===== config.mk =====
export PLATFORM = sky130hd
export DESIGN_NAME = sram_boundary_scan_tap
export DESIGN_NICKNAME = d
export VERILOG_FILES = /design/src/core/sram_boundary_scan_tap.v
export VERILOG_INCLUDE_DIRS = /design/src /design/src/shared
export SDC_FILE = /design/constraint.sdc
export NUM_CORES = 1
export LEC_CHECK = 0
export BUFFER_PORTS_ARGS = -buffer_cell sky130_fd_sc_hd__buf_2
export CORE_MARGIN = 8
export CORE_UTILIZATION = 50
export DETAILED_ROUTE_END_ITERATION = 8
export MAX_ROUTING_LAYER = met4
export PLACE_DENSITY = 0.81
export SLEW_MARGIN = 20
export SYNTH_ARGS = -nofsm -noshare
export SYNTH_HDL_FRONTEND = slang
export SYNTH_SLANG_ARGS = --single-unit

===== constraint.sdc =====
create_clock -name clk_sys -period 3.7 [get_ports clk_sys]
set_input_delay 0.185 -clock clk_sys [delete_from_list [all_inputs] [get_ports clk_sys]]
set_output_delay 0.185 -clock clk_sys [all_outputs]
set_load 0.01 [all_outputs]

===== src/shared/tap_regs.vh =====
`ifndef TAP_REGS_VH
`define TAP_REGS_VH
// instruction codes
`define IR_WIDTH        3
`define IR_EXTERNAL     3'h0
`define IR_IDENTIFY     3'h1
`define IR_HIGHZ_SAMPLE 3'h2
`define IR_RESERVED_A   3'h3
`define IR_SAMPLE       3'h4
`define IR_PRIVATE      3'h5
`define IR_RESERVED_B   3'h6
`define IR_BYPASS       3'h7
`define IR_CAPTURE_VAL  2'h1
// identification code, value arbitrary
`define ID_CODE         32'h0000_0A5B
`define ID_WIDTH        32
// boundary scan geometry
`define BSR_IN_W        8
`define BSR_OUT_W       8
`define BSR_PAD_W       2
`define BSR_W           18
`define BSR_PAD_DEFAULT 2'h3
// reset by tms high
`define TMS_RESET_EDGES 3'h5
// synchroniser reset levels, matching the pins' idle high
`define TCK_SYNC_RESET  3'h7
`define PIN_SYNC_RESET  2'h3
// data register paths
`define DR_ID           2'h0
`define DR_BYP          2'h1
`define DR_BSR          2'h2
`define BYP_CAPTURE_VAL 1'h0
// tap states
`define ST_RESET    4'h0
`define ST_IDLE     4'h1
`define ST_SEL_DR   4'h2
`define ST_CAP_DR   4'h3
`define ST_SHIFT_DR 4'h4
`define ST_EXIT1_DR 4'h5
`define ST_PAUSE_DR 4'h6
`define ST_EXIT2_DR 4'h7
`define ST_UPD_DR   4'h8
`define ST_SEL_IR   4'h9
`define ST_CAP_IR   4'ha
`define ST_SHIFT_IR 4'hb
`define ST_EXIT1_IR 4'hc
`define ST_PAUSE_IR 4'hd
`define ST_EXIT2_IR 4'he
`define ST_UPD_IR   4'hf
`endif


===== src/core/sram_boundary_scan_tap.v =====
`timescale 1ns/10ps
`include "tap_regs.vh"
module sram_boundary_scan_tap (
  // system
  input  wire                  clk_sys,
  input  wire                  rst,
  // test port pins
  input  wire                  tck,
  input  wire                  tms,
  input  wire                  tdi,
  output reg                   tdo_o,
  output reg                   tdo_oe,
  // memory pins seen by the scan ring
  input  wire [`BSR_IN_W-1:0]  pin_in,
  input  wire [`BSR_OUT_W-1:0] func_out,
  input  wire                  func_out_en,
  // memory pin drivers
  output wire [`BSR_OUT_W-1:0] pad_out,
  output wire                  pad_out_en,
  // state view
  output reg  [`IR_WIDTH-1:0]  instr_active
);

  //////////////////////////////////////////////////////////////////////////
  // synchronisers and edge detect
  reg [2:0] tck_s_q;
  reg [1:0] tms_s_q;
  reg [1:0] tdi_s_q;
  wire      tck_rise;
  wire      tck_fall;
  wire      tms_v;
  wire      tdi_v;

  // pins idle high, so every stage resets high and no false edge follows reset
  always @(posedge clk_sys or posedge rst) begin
    if (rst) begin
      tck_s_q <= `TCK_SYNC_RESET;
    end else begin
      tck_s_q <= {tck_s_q[1:0], tck};
    end
  end

  always @(posedge clk_sys or posedge rst) begin
    if (rst) begin
      tms_s_q <= `PIN_SYNC_RESET;
    end else begin
      tms_s_q <= {tms_s_q[0], tms};
    end
  end

  always @(posedge clk_sys or posedge rst) begin
    if (rst) begin
      tdi_s_q <= `PIN_SYNC_RESET;
    end else begin
      tdi_s_q <= {tdi_s_q[0], tdi};
    end
  end

  // only the second stage and the edge flop feed logic
  assign tck_rise = tck_s_q[1] & ~tck_s_q[2];
  assign tck_fall = ~tck_s_q[1] & tck_s_q[2];
  assign tms_v    = tms_s_q[1];
  assign tdi_v    = tdi_s_q[1];

  //////////////////////////////////////////////////////////////////////////
  // tap state machine
  reg [3:0] st_q;
  reg [3:0] st_d;

  function [3:0] next_state;
    input [3:0] s;
    input       m;
    begin
      case (s)
        `ST_RESET:    next_state = m ? `ST_RESET    : `ST_IDLE;
        `ST_IDLE:     next_state = m ? `ST_SEL_DR   : `ST_IDLE;
        `ST_SEL_DR:   next_state = m ? `ST_SEL_IR   : `ST_CAP_DR;
        `ST_CAP_DR:   next_state = m ? `ST_EXIT1_DR : `ST_SHIFT_DR;
        `ST_SHIFT_DR: next_state = m ? `ST_EXIT1_DR : `ST_SHIFT_DR;
        `ST_EXIT1_DR: next_state = m ? `ST_UPD_DR   : `ST_PAUSE_DR;
        `ST_PAUSE_DR: next_state = m ? `ST_EXIT2_DR : `ST_PAUSE_DR;
        `ST_EXIT2_DR: next_state = m ? `ST_UPD_DR   : `ST_SHIFT_DR;
        `ST_UPD_DR:   next_state = m ? `ST_SEL_DR   : `ST_IDLE;
        `ST_SEL_IR:   next_state = m ? `ST_RESET    : `ST_CAP_IR;
        `ST_CAP_IR:   next_state = m ? `ST_EXIT1_IR : `ST_SHIFT_IR;
        `ST_SHIFT_IR: next_state = m ? `ST_EXIT1_IR : `ST_SHIFT_IR;
        `ST_EXIT1_IR: next_state = m ? `ST_UPD_IR   : `ST_PAUSE_IR;
        `ST_PAUSE_IR: next_state = m ? `ST_EXIT2_IR : `ST_PAUSE_IR;
        `ST_EXIT2_IR: next_state = m ? `ST_UPD_IR   : `ST_SHIFT_IR;
        `ST_UPD_IR:   next_state = m ? `ST_SEL_DR   : `ST_IDLE;
        default:      next_state = `ST_RESET;
      endcase
    end
  endfunction

  // consecutive tms-high rises; the fifth forces the reset state on its own
  reg [2:0] tms_cnt_q;
  wire      tms_reset_hit = tms_v & (tms_cnt_q == `TMS_RESET_EDGES - 3'h1);

  always @(posedge clk_sys or posedge rst) begin
    if (rst) begin
      tms_cnt_q <= 3'h0;
    end else if (tck_rise) begin
      if (!tms_v) begin
        tms_cnt_q <= 3'h0;
      end else if (!tms_reset_hit) begin
        tms_cnt_q <= tms_cnt_q + 3'h1;
      end
    end
  end

  always @* begin
    st_d = st_q;
    if (tck_rise) begin
      st_d = tms_reset_hit ? `ST_RESET : next_state(st_q, tms_v);
    end
  end

  always @(posedge clk_sys or posedge rst) begin
    if (rst) begin
      st_q <= `ST_RESET;
    end else begin
      st_q <= st_d;
    end
  end

  //////////////////////////////////////////////////////////////////////////
  // per-state strobes, each one clk_sys cycle long, and the in_shift level that lasts the whole shift state
  wire cap_ir_stb;
  wire shift_ir_stb;
  wire upd_ir_fall;
  wire cap_dr_stb;
  wire shift_dr_stb;
  wire upd_dr_fall;
  wire in_shift;

  assign cap_ir_stb   = tck_rise & (st_q == `ST_CAP_IR);
  assign shift_ir_stb = tck_rise & (st_q == `ST_SHIFT_IR);
  assign upd_ir_fall  = tck_fall & (st_q == `ST_UPD_IR);
  assign cap_dr_stb   = tck_rise & (st_q == `ST_CAP_DR);
  assign shift_dr_stb = tck_rise & (st_q == `ST_SHIFT_DR);
  assign upd_dr_fall  = tck_fall & (st_q == `ST_UPD_DR);
  assign in_shift     = (st_q == `ST_SHIFT_IR) | (st_q == `ST_SHIFT_DR);

  //////////////////////////////////////////////////////////////////////////
  // instruction decode
  reg  [`IR_WIDTH-1:0] ir_shift_q;
  wire [1:0]           path_sel;
  wire                 sel_id;
  wire                 sel_ext;
  wire                 sel_hiz;
  wire                 sel_bsr;
  wire                 sel_byp;

  // scan path of a code; reserved and private codes fall to bypass
  function [1:0] dr_path;
    input [`IR_WIDTH-1:0] code;
    begin
      case (code)
        `IR_EXTERNAL:     dr_path = `DR_BSR;
        `IR_IDENTIFY:     dr_path = `DR_ID;
        `IR_HIGHZ_SAMPLE: dr_path = `DR_BSR;
        `IR_RESERVED_A:   dr_path = `DR_BYP;
        `IR_SAMPLE:       dr_path = `DR_BSR;
        `IR_PRIVATE:      dr_path = `DR_BYP;
        `IR_RESERVED_B:   dr_path = `DR_BYP;
        `IR_BYPASS:       dr_path = `DR_BYP;
        default:          dr_path = `DR_BYP;
      endcase
    end
  endfunction

  assign path_sel = dr_path(instr_active);
  assign sel_id   = (path_sel == `DR_ID);
  assign sel_ext  = (instr_active == `IR_EXTERNAL);
  assign sel_hiz  = (instr_active == `IR_HIGHZ_SAMPLE);
  assign sel_bsr  = (path_sel == `DR_BSR);
  assign sel_byp  = (path_sel == `DR_BYP);

  //////////////////////////////////////////////////////////////////////////
  // instruction register
  always @(posedge clk_sys or posedge rst) begin
    if (rst) begin
      ir_shift_q <= `IR_IDENTIFY;
    end else if (cap_ir_stb) begin
      ir_shift_q <= {1'h0, `IR_CAPTURE_VAL};
    end else if (shift_ir_stb) begin
      ir_shift_q <= {tdi_v, ir_shift_q[`IR_WIDTH-1:1]};
    end
  end

  // active code: identify whenever in reset state, new code at update-ir fall
  always @(posedge clk_sys or posedge rst) begin
    if (rst) begin
      instr_active <= `IR_IDENTIFY;
    end else if (st_q == `ST_RESET) begin
      instr_active <= `IR_IDENTIFY;
    end else if (upd_ir_fall) begin
      instr_active <= ir_shift_q;
    end
  end

  //////////////////////////////////////////////////////////////////////////
  // data registers
  reg [`ID_WIDTH-1:0] id_q;
  reg                 byp_q;
  reg [`BSR_W-1:0]    bsr_q;
  reg [`BSR_OUT_W-1:0] bsr_upd_q;
  wire [`BSR_W-1:0]   bsr_cap = {`BSR_PAD_DEFAULT, func_out, pin_in};

  // identification register
  always @(posedge clk_sys or posedge rst) begin
    if (rst) begin
      id_q <= `ID_CODE;
    end else if (cap_dr_stb && sel_id) begin
      id_q <= `ID_CODE;
    end else if (shift_dr_stb && sel_id) begin
      id_q <= {tdi_v, id_q[`ID_WIDTH-1:1]};
    end
  end

  // bypass stage
  always @(posedge clk_sys or posedge rst) begin
    if (rst) begin
      byp_q <= `BYP_CAPTURE_VAL;
    end else if (cap_dr_stb && sel_byp) begin
      byp_q <= `BYP_CAPTURE_VAL;
    end else if (shift_dr_stb && sel_byp) begin
      byp_q <= tdi_v;
    end
  end

  // boundary scan register
  always @(posedge clk_sys or posedge rst) begin
    if (rst) begin
      bsr_q <= {`BSR_W{1'h0}};
    end else if (cap_dr_stb && sel_bsr) begin
      bsr_q <= bsr_cap;
    end else if (shift_dr_stb && sel_bsr) begin
      bsr_q <= {tdi_v, bsr_q[`BSR_W-1:1]};
    end
  end

  // output latch for scan-driven pins
  always @(posedge clk_sys or posedge rst) begin
    if (rst) begin
      bsr_upd_q <= {`BSR_OUT_W{1'h0}};
    end else if (upd_ir_fall || upd_dr_fall) begin
      bsr_upd_q <= bsr_q[`BSR_IN_W+`BSR_OUT_W-1:`BSR_IN_W];
    end
  end

  // functional inputs pass straight through; only outputs are steered
  assign pad_out    = sel_ext ? bsr_upd_q : func_out;
  assign pad_out_en = sel_hiz ? 1'b0 : (sel_ext ? 1'b1 : func_out_en);

  //////////////////////////////////////////////////////////////////////////
  // tdo, driven on falling edge
  reg tdo_bit;
  always @* begin
    tdo_bit = byp_q;
    if (st_q == `ST_SHIFT_IR) begin
      tdo_bit = ir_shift_q[0];
    end else begin
      case (path_sel)
        `DR_ID:  tdo_bit = id_q[0];
        `DR_BSR: tdo_bit = bsr_q[0];
        default: tdo_bit = byp_q;
      endcase
    end
  end

  always @(posedge clk_sys or posedge rst) begin
    if (rst) begin
      tdo_o <= 1'h0;
    end else if (tck_fall) begin
      tdo_o <= tdo_bit;
    end
  end

  always @(posedge clk_sys or posedge rst) begin
    if (rst) begin
      tdo_oe <= 1'h0;
    end else if (tck_fall) begin
      tdo_oe <= in_shift;
    end
  end

endmodule


==> flow_metrics.tcl, run 1 <==
set metrics [dict create \
    status "finished with violations" \
    violations "negative hold slack" \
    area.growth.synth_to_final_pct 13.1 \
    antenna_found_initial 0 \
    fmax_mhz 425 \
    clock_latency_ps 350 \
    root_buffer "clkbuf_8" \
    tritoncts "done" \
    ys.flop_type "dfrtp_1" \
    grt_pass1_vias 2725 \
    path_clk_slew_ps 80 \
    yosysMostFrequentCell "nand2_1" \
    drive_gt1_share_pct 21.8 \
    path_cells "and3b_1 -> o211ai_4 -> buf_4 -> nand2_1 -> o21ai_1" \
    die_area_sq_um 10600 \
    cp.arrival_ps 2620 \
    cpLargestDelayFamily "compound AO/OA/AOI/OAI gates" \
    io_buffer_count 35 \
    rsz0062_at_grt "no" \
    drt_wl_total_microns 7110 \
    multi_input_area_sq_um 1610 \
    min_period_ps 2350 \
    overflow 0 \
    cts_made_buffers 9 \
    finalHoldViolations 17 \
    post-place-ws_ps 1380 \
    yosys_warnings 0 \
    grt_max_degree 68 \
    fin_tns_setup_ps 0 \
    syn-num-nets 406 \
    ys_seq_area_share_pct 54.0 \
    wire_per_inst_microns 13.8 \
    critPathRequiredTime_ps 3970 \
    synth_top_area_cell "dfrtp_1" \
    synthCells 382 \
    fp.dieW_microns 103 \
    fin_worst_skew_ps 12.3 \
    placeableCoreArea_sq_um 7290 \
    setup_violations 0 \
    ios 36 \
    synth_top_area_share_pct 42.9 \
    final.period_utilization_pct 63.6 \
    ys_async_sr_fraction_pct 100 \
    r2r_start "st_q[2]$_DFFE_PP0P_" \
    groute.usage.overall_pct 15.2 \
    worst_slack_ps 1350 \
    cp_num_buf_inv 1 \
    hold_class "input pin to async pin" \
    cts_sinks 81 \
    fin_hold_ws_ps -15.6 \
    rr_endpoint "id_q[26]$_DFFE_PP0P_" \
    drtIter0Drc 210 \
    synth_cell_types 46 \
    post-cts-setup-buffers 0 \
    firstDrtPassIters 4 \
    postRouteAntennaNets 0 \
    synth-edff-count 0 \
    die_height_microns 103 \
    avgSynthCellArea_sq_um 9.92 \
    startpoint_type "flip-flop" \
    max_stage_delay_ps 770 \
    drt-vias-per-instance 5.32 \
    dp_hpwl_microns 4810 \
    initial_utilization_pct 52.0 \
    peakVddDrop_uv 257 \
    diodes 0 \
    synthTopCellsByCount "90 x nand2_1, 65 x dfrtp_1, 56 x o21ai_1" \
    fin_total_pwr_mw 2.29 \
    nFillCells 635 \
    drv_slew 0 \
    regArea_sq_um 2050 \
    rows 31 \
    slew_headroom_pct 37.6 \
    ys_ff_latch 81 \
    ff2ff_setup_slack_ps 1350 \
    grt_first_pass_wirelength_microns 12400 \
    drv_cap 0 \
    synthesis.area_sq_um 3790 \
    drc_errors 0 \
    power.density_nw_per_um2 535 \
    endpoint_kind "flip-flop" \
    cp_max_fo 43 \
    routabilityCongestion 0.917 \
    nets 437 \
    ff2ff_path_depth 5 \
    cp-endpoint "id_q[26]$_DFFE_PP0P_" \
    via_count 2753 \
    path_class "flip-flop to flip-flop" \
    htreeDepth 3 \
    worst_pin_slew_ps 931 \
    startpoint "st_q[2]$_DFFE_PP0P_" \
    p_leak_nw 1.84 \
    cp.depth 5 \
    clockBufferDepth 2 \
    synth.area.top_cells "dfrtp_1 43%, dfstp_2 11%, nand2_1 8.9%" \
    cpMaxStageDelayCell "o211ai_4" \
]
## where the power goes
group	leakage, nW	switching (mW)	internal [mW]	total, mW
Sequential	0.976	0.126	1.00	1.13
Clock	0.113	0.321	0.401	0.722
Combinational	0.752	0.257	0.185	0.442
## cells in the final DEF, fill, tap and decap left out, types with 2 or more instances in the layout
cell	netlist	routed
a21oi_1	7	7
nand2b_1	6	6
mux2_1	8	8
dlygate4sd3_1	0	3
dfstp_2	16	16
nor3b_1	3	3
nand3b_1	2	2
and3_1	2	2
mux2i_1	19	19
nor3_1	2	2
nor4_1	2	2
clkbuf_8	0	10
nor2_1	16	16
o211ai_1	2	2
nand3_1	8	8
o211ai_4	1	2
o21ai_0	8	8
mux2_2	8	8
buf_4	0	7
nor2b_1	4	4
inv_1	6	5
nand2_1	90	90
nor3_2	2	2
a221o_1	2	2
dfrtp_1	65	65
buf_2	19	35
ha_1	2	2
bufinv_16	0	2
o21ai_1	56	56
## kinds of logic after synthesis
kind of cell | share of synthesized area (%)
and+or+nand+nor | 18.0
AOI/OAI and AO/OA | 13.2
DFF | 54.0
muxes | 9.77
buffers and inverters | 3.89
adders and majority gates | 0.924
xor gates and xnor gates | 0.231
## worst min path at each step
stage / startpoint / slack, ps / end / cells after the start
floorplan: tck / 190 / tck_s_q[0]$_DFF_PP1_ / 0
global placement: tms / 290 / tms_s_q[0]$_DFF_PP1_ / 1
detailed placement: tms / 290 / tms_s_q[0]$_DFF_PP1_ / 1
CTS: pin_in[6] / 100 / bsr_q[6]$_DFFE_PP0P_ / 3
global route: rst / 60 / id_q[17]$_DFFE_PP0P_ / 2
finish: rst / -20 / id_q[22]$_DFFE_PP0P_ / 2
## metal layers
metal  GRT usage, %  share of wire (%)  routed length, microns  vias up
met5              -                  0                       0        -
met4           5.34                1.8                     131        0
met3           3.65                3.2                     231       17
met2           22.9                 47                    3320       50
met1           19.5                 48                    3430     1319
li1               -                  -                       -     1367
## layout make-up
cell class | count | share of cell area [%]
inverter | 6 | 0.584
clock buffer | 10 | 3.21
clock inverter | 6 | 2.10
sequential | 81 | 47.8
timing repair buffer | 45 | 6.01
multi-input combinational | 270 | 37.4
tap | 99 | 2.89
## sequential cells by signal (all words and copies together) (netlist names)
signal and count:
tms_s_q 2, tdo_oe 1, byp_q 1, id_q 32, bsr_q 18, tms_cnt_q 3
ir_shift_q 3, st_q 4, tdi_s_q 2, bsr_upd_q 8, tdo_o 1, instr_active 3
tck_s_q 3
## repair_timing
action	CTS	global route
endpoints found under the hold margin	3	0
hold buffers	3	0
resized for setup	0	0
## per-stage QoR
stage	area, sq um	util (%)	instances
2_1_floorplan	3790	-	382
3_3_place_gp	4030	55.2	498
3_5_place_dp	4030	55.2	498
4_1_cts	4290	58.8	517
5_1_grt	4290	58.8	517
6_report	4290	58.8	517
(Power assumes the default switching activity.)
==> inputs of run 2 (changes only) <==
Settings changed: PLACE_DENSITY 0.81 to 0.84.
Clock period 3.7 ns to 2.1 ns, I/O delays scaled along.
==> run 2 against run 1 <==
Clock power grew 65%. Non-clock buffer count is 8 higher. Combinational power rose by 100%. Register-to-register slack worse by 1000 ps. Sequential share of layout area down 0.97 points. First-iteration DRC count shrank 12%. The flow now finishes without violations. Via count up 1.1%.
==> flow_metrics.tcl, run 2 (synthesized netlist as in run 1, its figures left out) <==
set metrics [dict create \
    status "completed" \
    drtIter0Drc 184 \
    drc_errors 0 \
    diodes 0 \
    hold_class "input pin to flip-flop" \
    path_clk_slew_ps 80 \
    ios 36 \
    drt_wl_total_microns 7420 \
    antenna_found_initial 0 \
    area.growth.synth_to_final_pct 15.4 \
    groute.usage.overall_pct 15.4 \
    drive_gt1_share_pct 23.0 \
    postRouteAntennaNets 0 \
    cp.arrival_ps 1740 \
    fmax_mhz 542 \
    startpoint_type "flip-flop" \
    slew_headroom_pct 58.8 \
    peakVddDrop_uv 465 \
    cp_num_buf_inv 2 \
    overflow 0 \
    fp.dieW_microns 103 \
    drv_slew 0 \
    cp_max_fo 9 \
    mostFrequentLayoutCell "nand2_1" \
    grt_max_degree 65 \
    postPlaceCellArea_sq_um 4120 \
    grt_use_met3_pct 2.90 \
    fin_total_pwr_mw 4.03 \
    cts_made_buffers 9 \
    clockBufferDepth 2 \
    path_class "flip-flop to output port" \
    grt_use_met2_pct 23.9 \
    routabilityCongestion 0.899 \
    wire_per_inst_microns 14.1 \
    nets 445 \
    initial_utilization_pct 52.0 \
    grt-busiest-layer "met2" \
    die_height_microns 103 \
    dp_hpwl_microns 5110 \
    p_leak_nw 1.89 \
    fin_tns_setup_ps 0 \
    power.density_nw_per_um2 922 \
    endpoint_kind "output port" \
    grt_first_pass_wirelength_microns 12600 \
    fin_hold_ws_ps 34.6 \
    worst_pin_slew_ps 617 \
    htreeDepth 3 \
    tritoncts "done" \
    root_buffer "clkbuf_8" \
    die_area_sq_um 10600 \
    worst_slack_ps 255 \
    rsz0062_at_grt "no" \
    firstDrtPassIters 4 \
    mostFrequentLayoutCells "90 x nand2_1, 65 x dfrtp_1, 56 x o21ai_1, 35 x buf_2, 19 x mux2i_1" \
    drv_cap 0 \
    final.period_utilization_pct 87.9 \
    min_period_ps 1850 \
    regMostFlops "id_q" \
    top_regs "id_q: 32 flops, bsr_q: 18 flops, bsr_upd_q: 8 flops" \
    via_count 2784 \
    max_stage_delay_ps 480 \
    fin_worst_skew_ps 12.1 \
    critPathRequiredTime_ps 2000 \
    largest_register_ffs 32 \
    grt_use_met1_pct 19.3 \
    setup_violations 0 \
    io_buffer_count 35 \
    cpMaxStageDelayCell "dfrtp_1" \
    grt_pass1_vias 2782 \
    post-place-ws_ps 296 \
    cts_hold_buf 4 \
    post-cts-setup-buffers 0 \
    finalHoldViolations 0 \
    path_cells "nor3_2 -> buf_4 -> mux2_2 -> buf_2" \
    cts_resized 0 \
    clock_latency_ps 350 \
    rows 31 \
    drt-vias-per-instance 5.30 \
    placeableCoreArea_sq_um 7290 \
    cts_sinks 81 \
    cpLargestDelayFamily "flip-flops" \
    fin_area_sq_um 4380 \
]
[run 2: changes by cell type in the layout (fill, tap and decap cells not counted), sizes merged]
cell,before,now
bufinv,2,1
clkbuf,10,11
clkinvlp,1,2
buf,42,49
clkinv,2,3
inv,7,5
dlygate4sd3,3,4
[run 2: cell type report]
cell class,instances,area [sq um]
Sequential cell,81,2050
Tap cell,99,124
Clock inverter,5,63.8
Fill cell,604,2920
Multi-Input combinational cell,270,1610
Timing Repair Buffer,53,358
Inverter,6,26.3
Clock buffer,11,151
[run 2: path summary, 6_finish.rpt]
| kind | start | to | slack (ps) | cells after the start |
|---|---|---|---|---|
| min | pin_in[7] | bsr_q[7]$_DFFE_PP0P_ | 30 | 3 |
| max in group asynchronous | rst | tck_s_q[1]$_DFF_PP1_ | 1010 | 4 |
| max | instr_active[2]$_DFFE_PP0P_ | pad_out[7] | 250 | 4 |
| max reg2reg | st_q[1]$_DFFE_PP0P_ | bsr_q[9]$_DFFE_PP0P_ | 300 | 4 |
| min reg2reg | tms_s_q[0]$_DFF_PP1_ | tms_s_q[1]$_DFF_PP1_ | 360 | 0 |
| min in group asynchronous | rst | bsr_q[15]$_DFFE_PP0P_ | 390 | 3 |
[run 2: through the flow]
step | instances | util, %
floorplan | 382 | -
global placement | 505 | 56.5
detailed placement | 505 | 56.5
CTS | 525 | 60.0
global route | 525 | 60.0
finish | 525 | 60.0
[run 2: power by group]
| part | internal (mW) | total (mW) | switching (mW) |
|---|---|---|---|
| logic | 0.373 | 0.882 | 0.509 |
| clock network | 0.620 | 1.19 | 0.568 |
| registers | 1.77 | 1.96 | 0.197 |
[run 2: tightest hold or removal path, stage by stage]
cell and delay (ps):
buf_2 70, mux2i_1 50, o21ai_1 110
[run 2: layer usage]
layer | vias up | wire [microns] | share of wire, %
met2 | 59 | 3520 | 47
met1 | 1328 | 3540 | 48
li1 | 1387 | - | -
met5 | - | 0 | 0
met3 | 10 | 247 | 3.3
met4 | 0 | 112 | 1.5
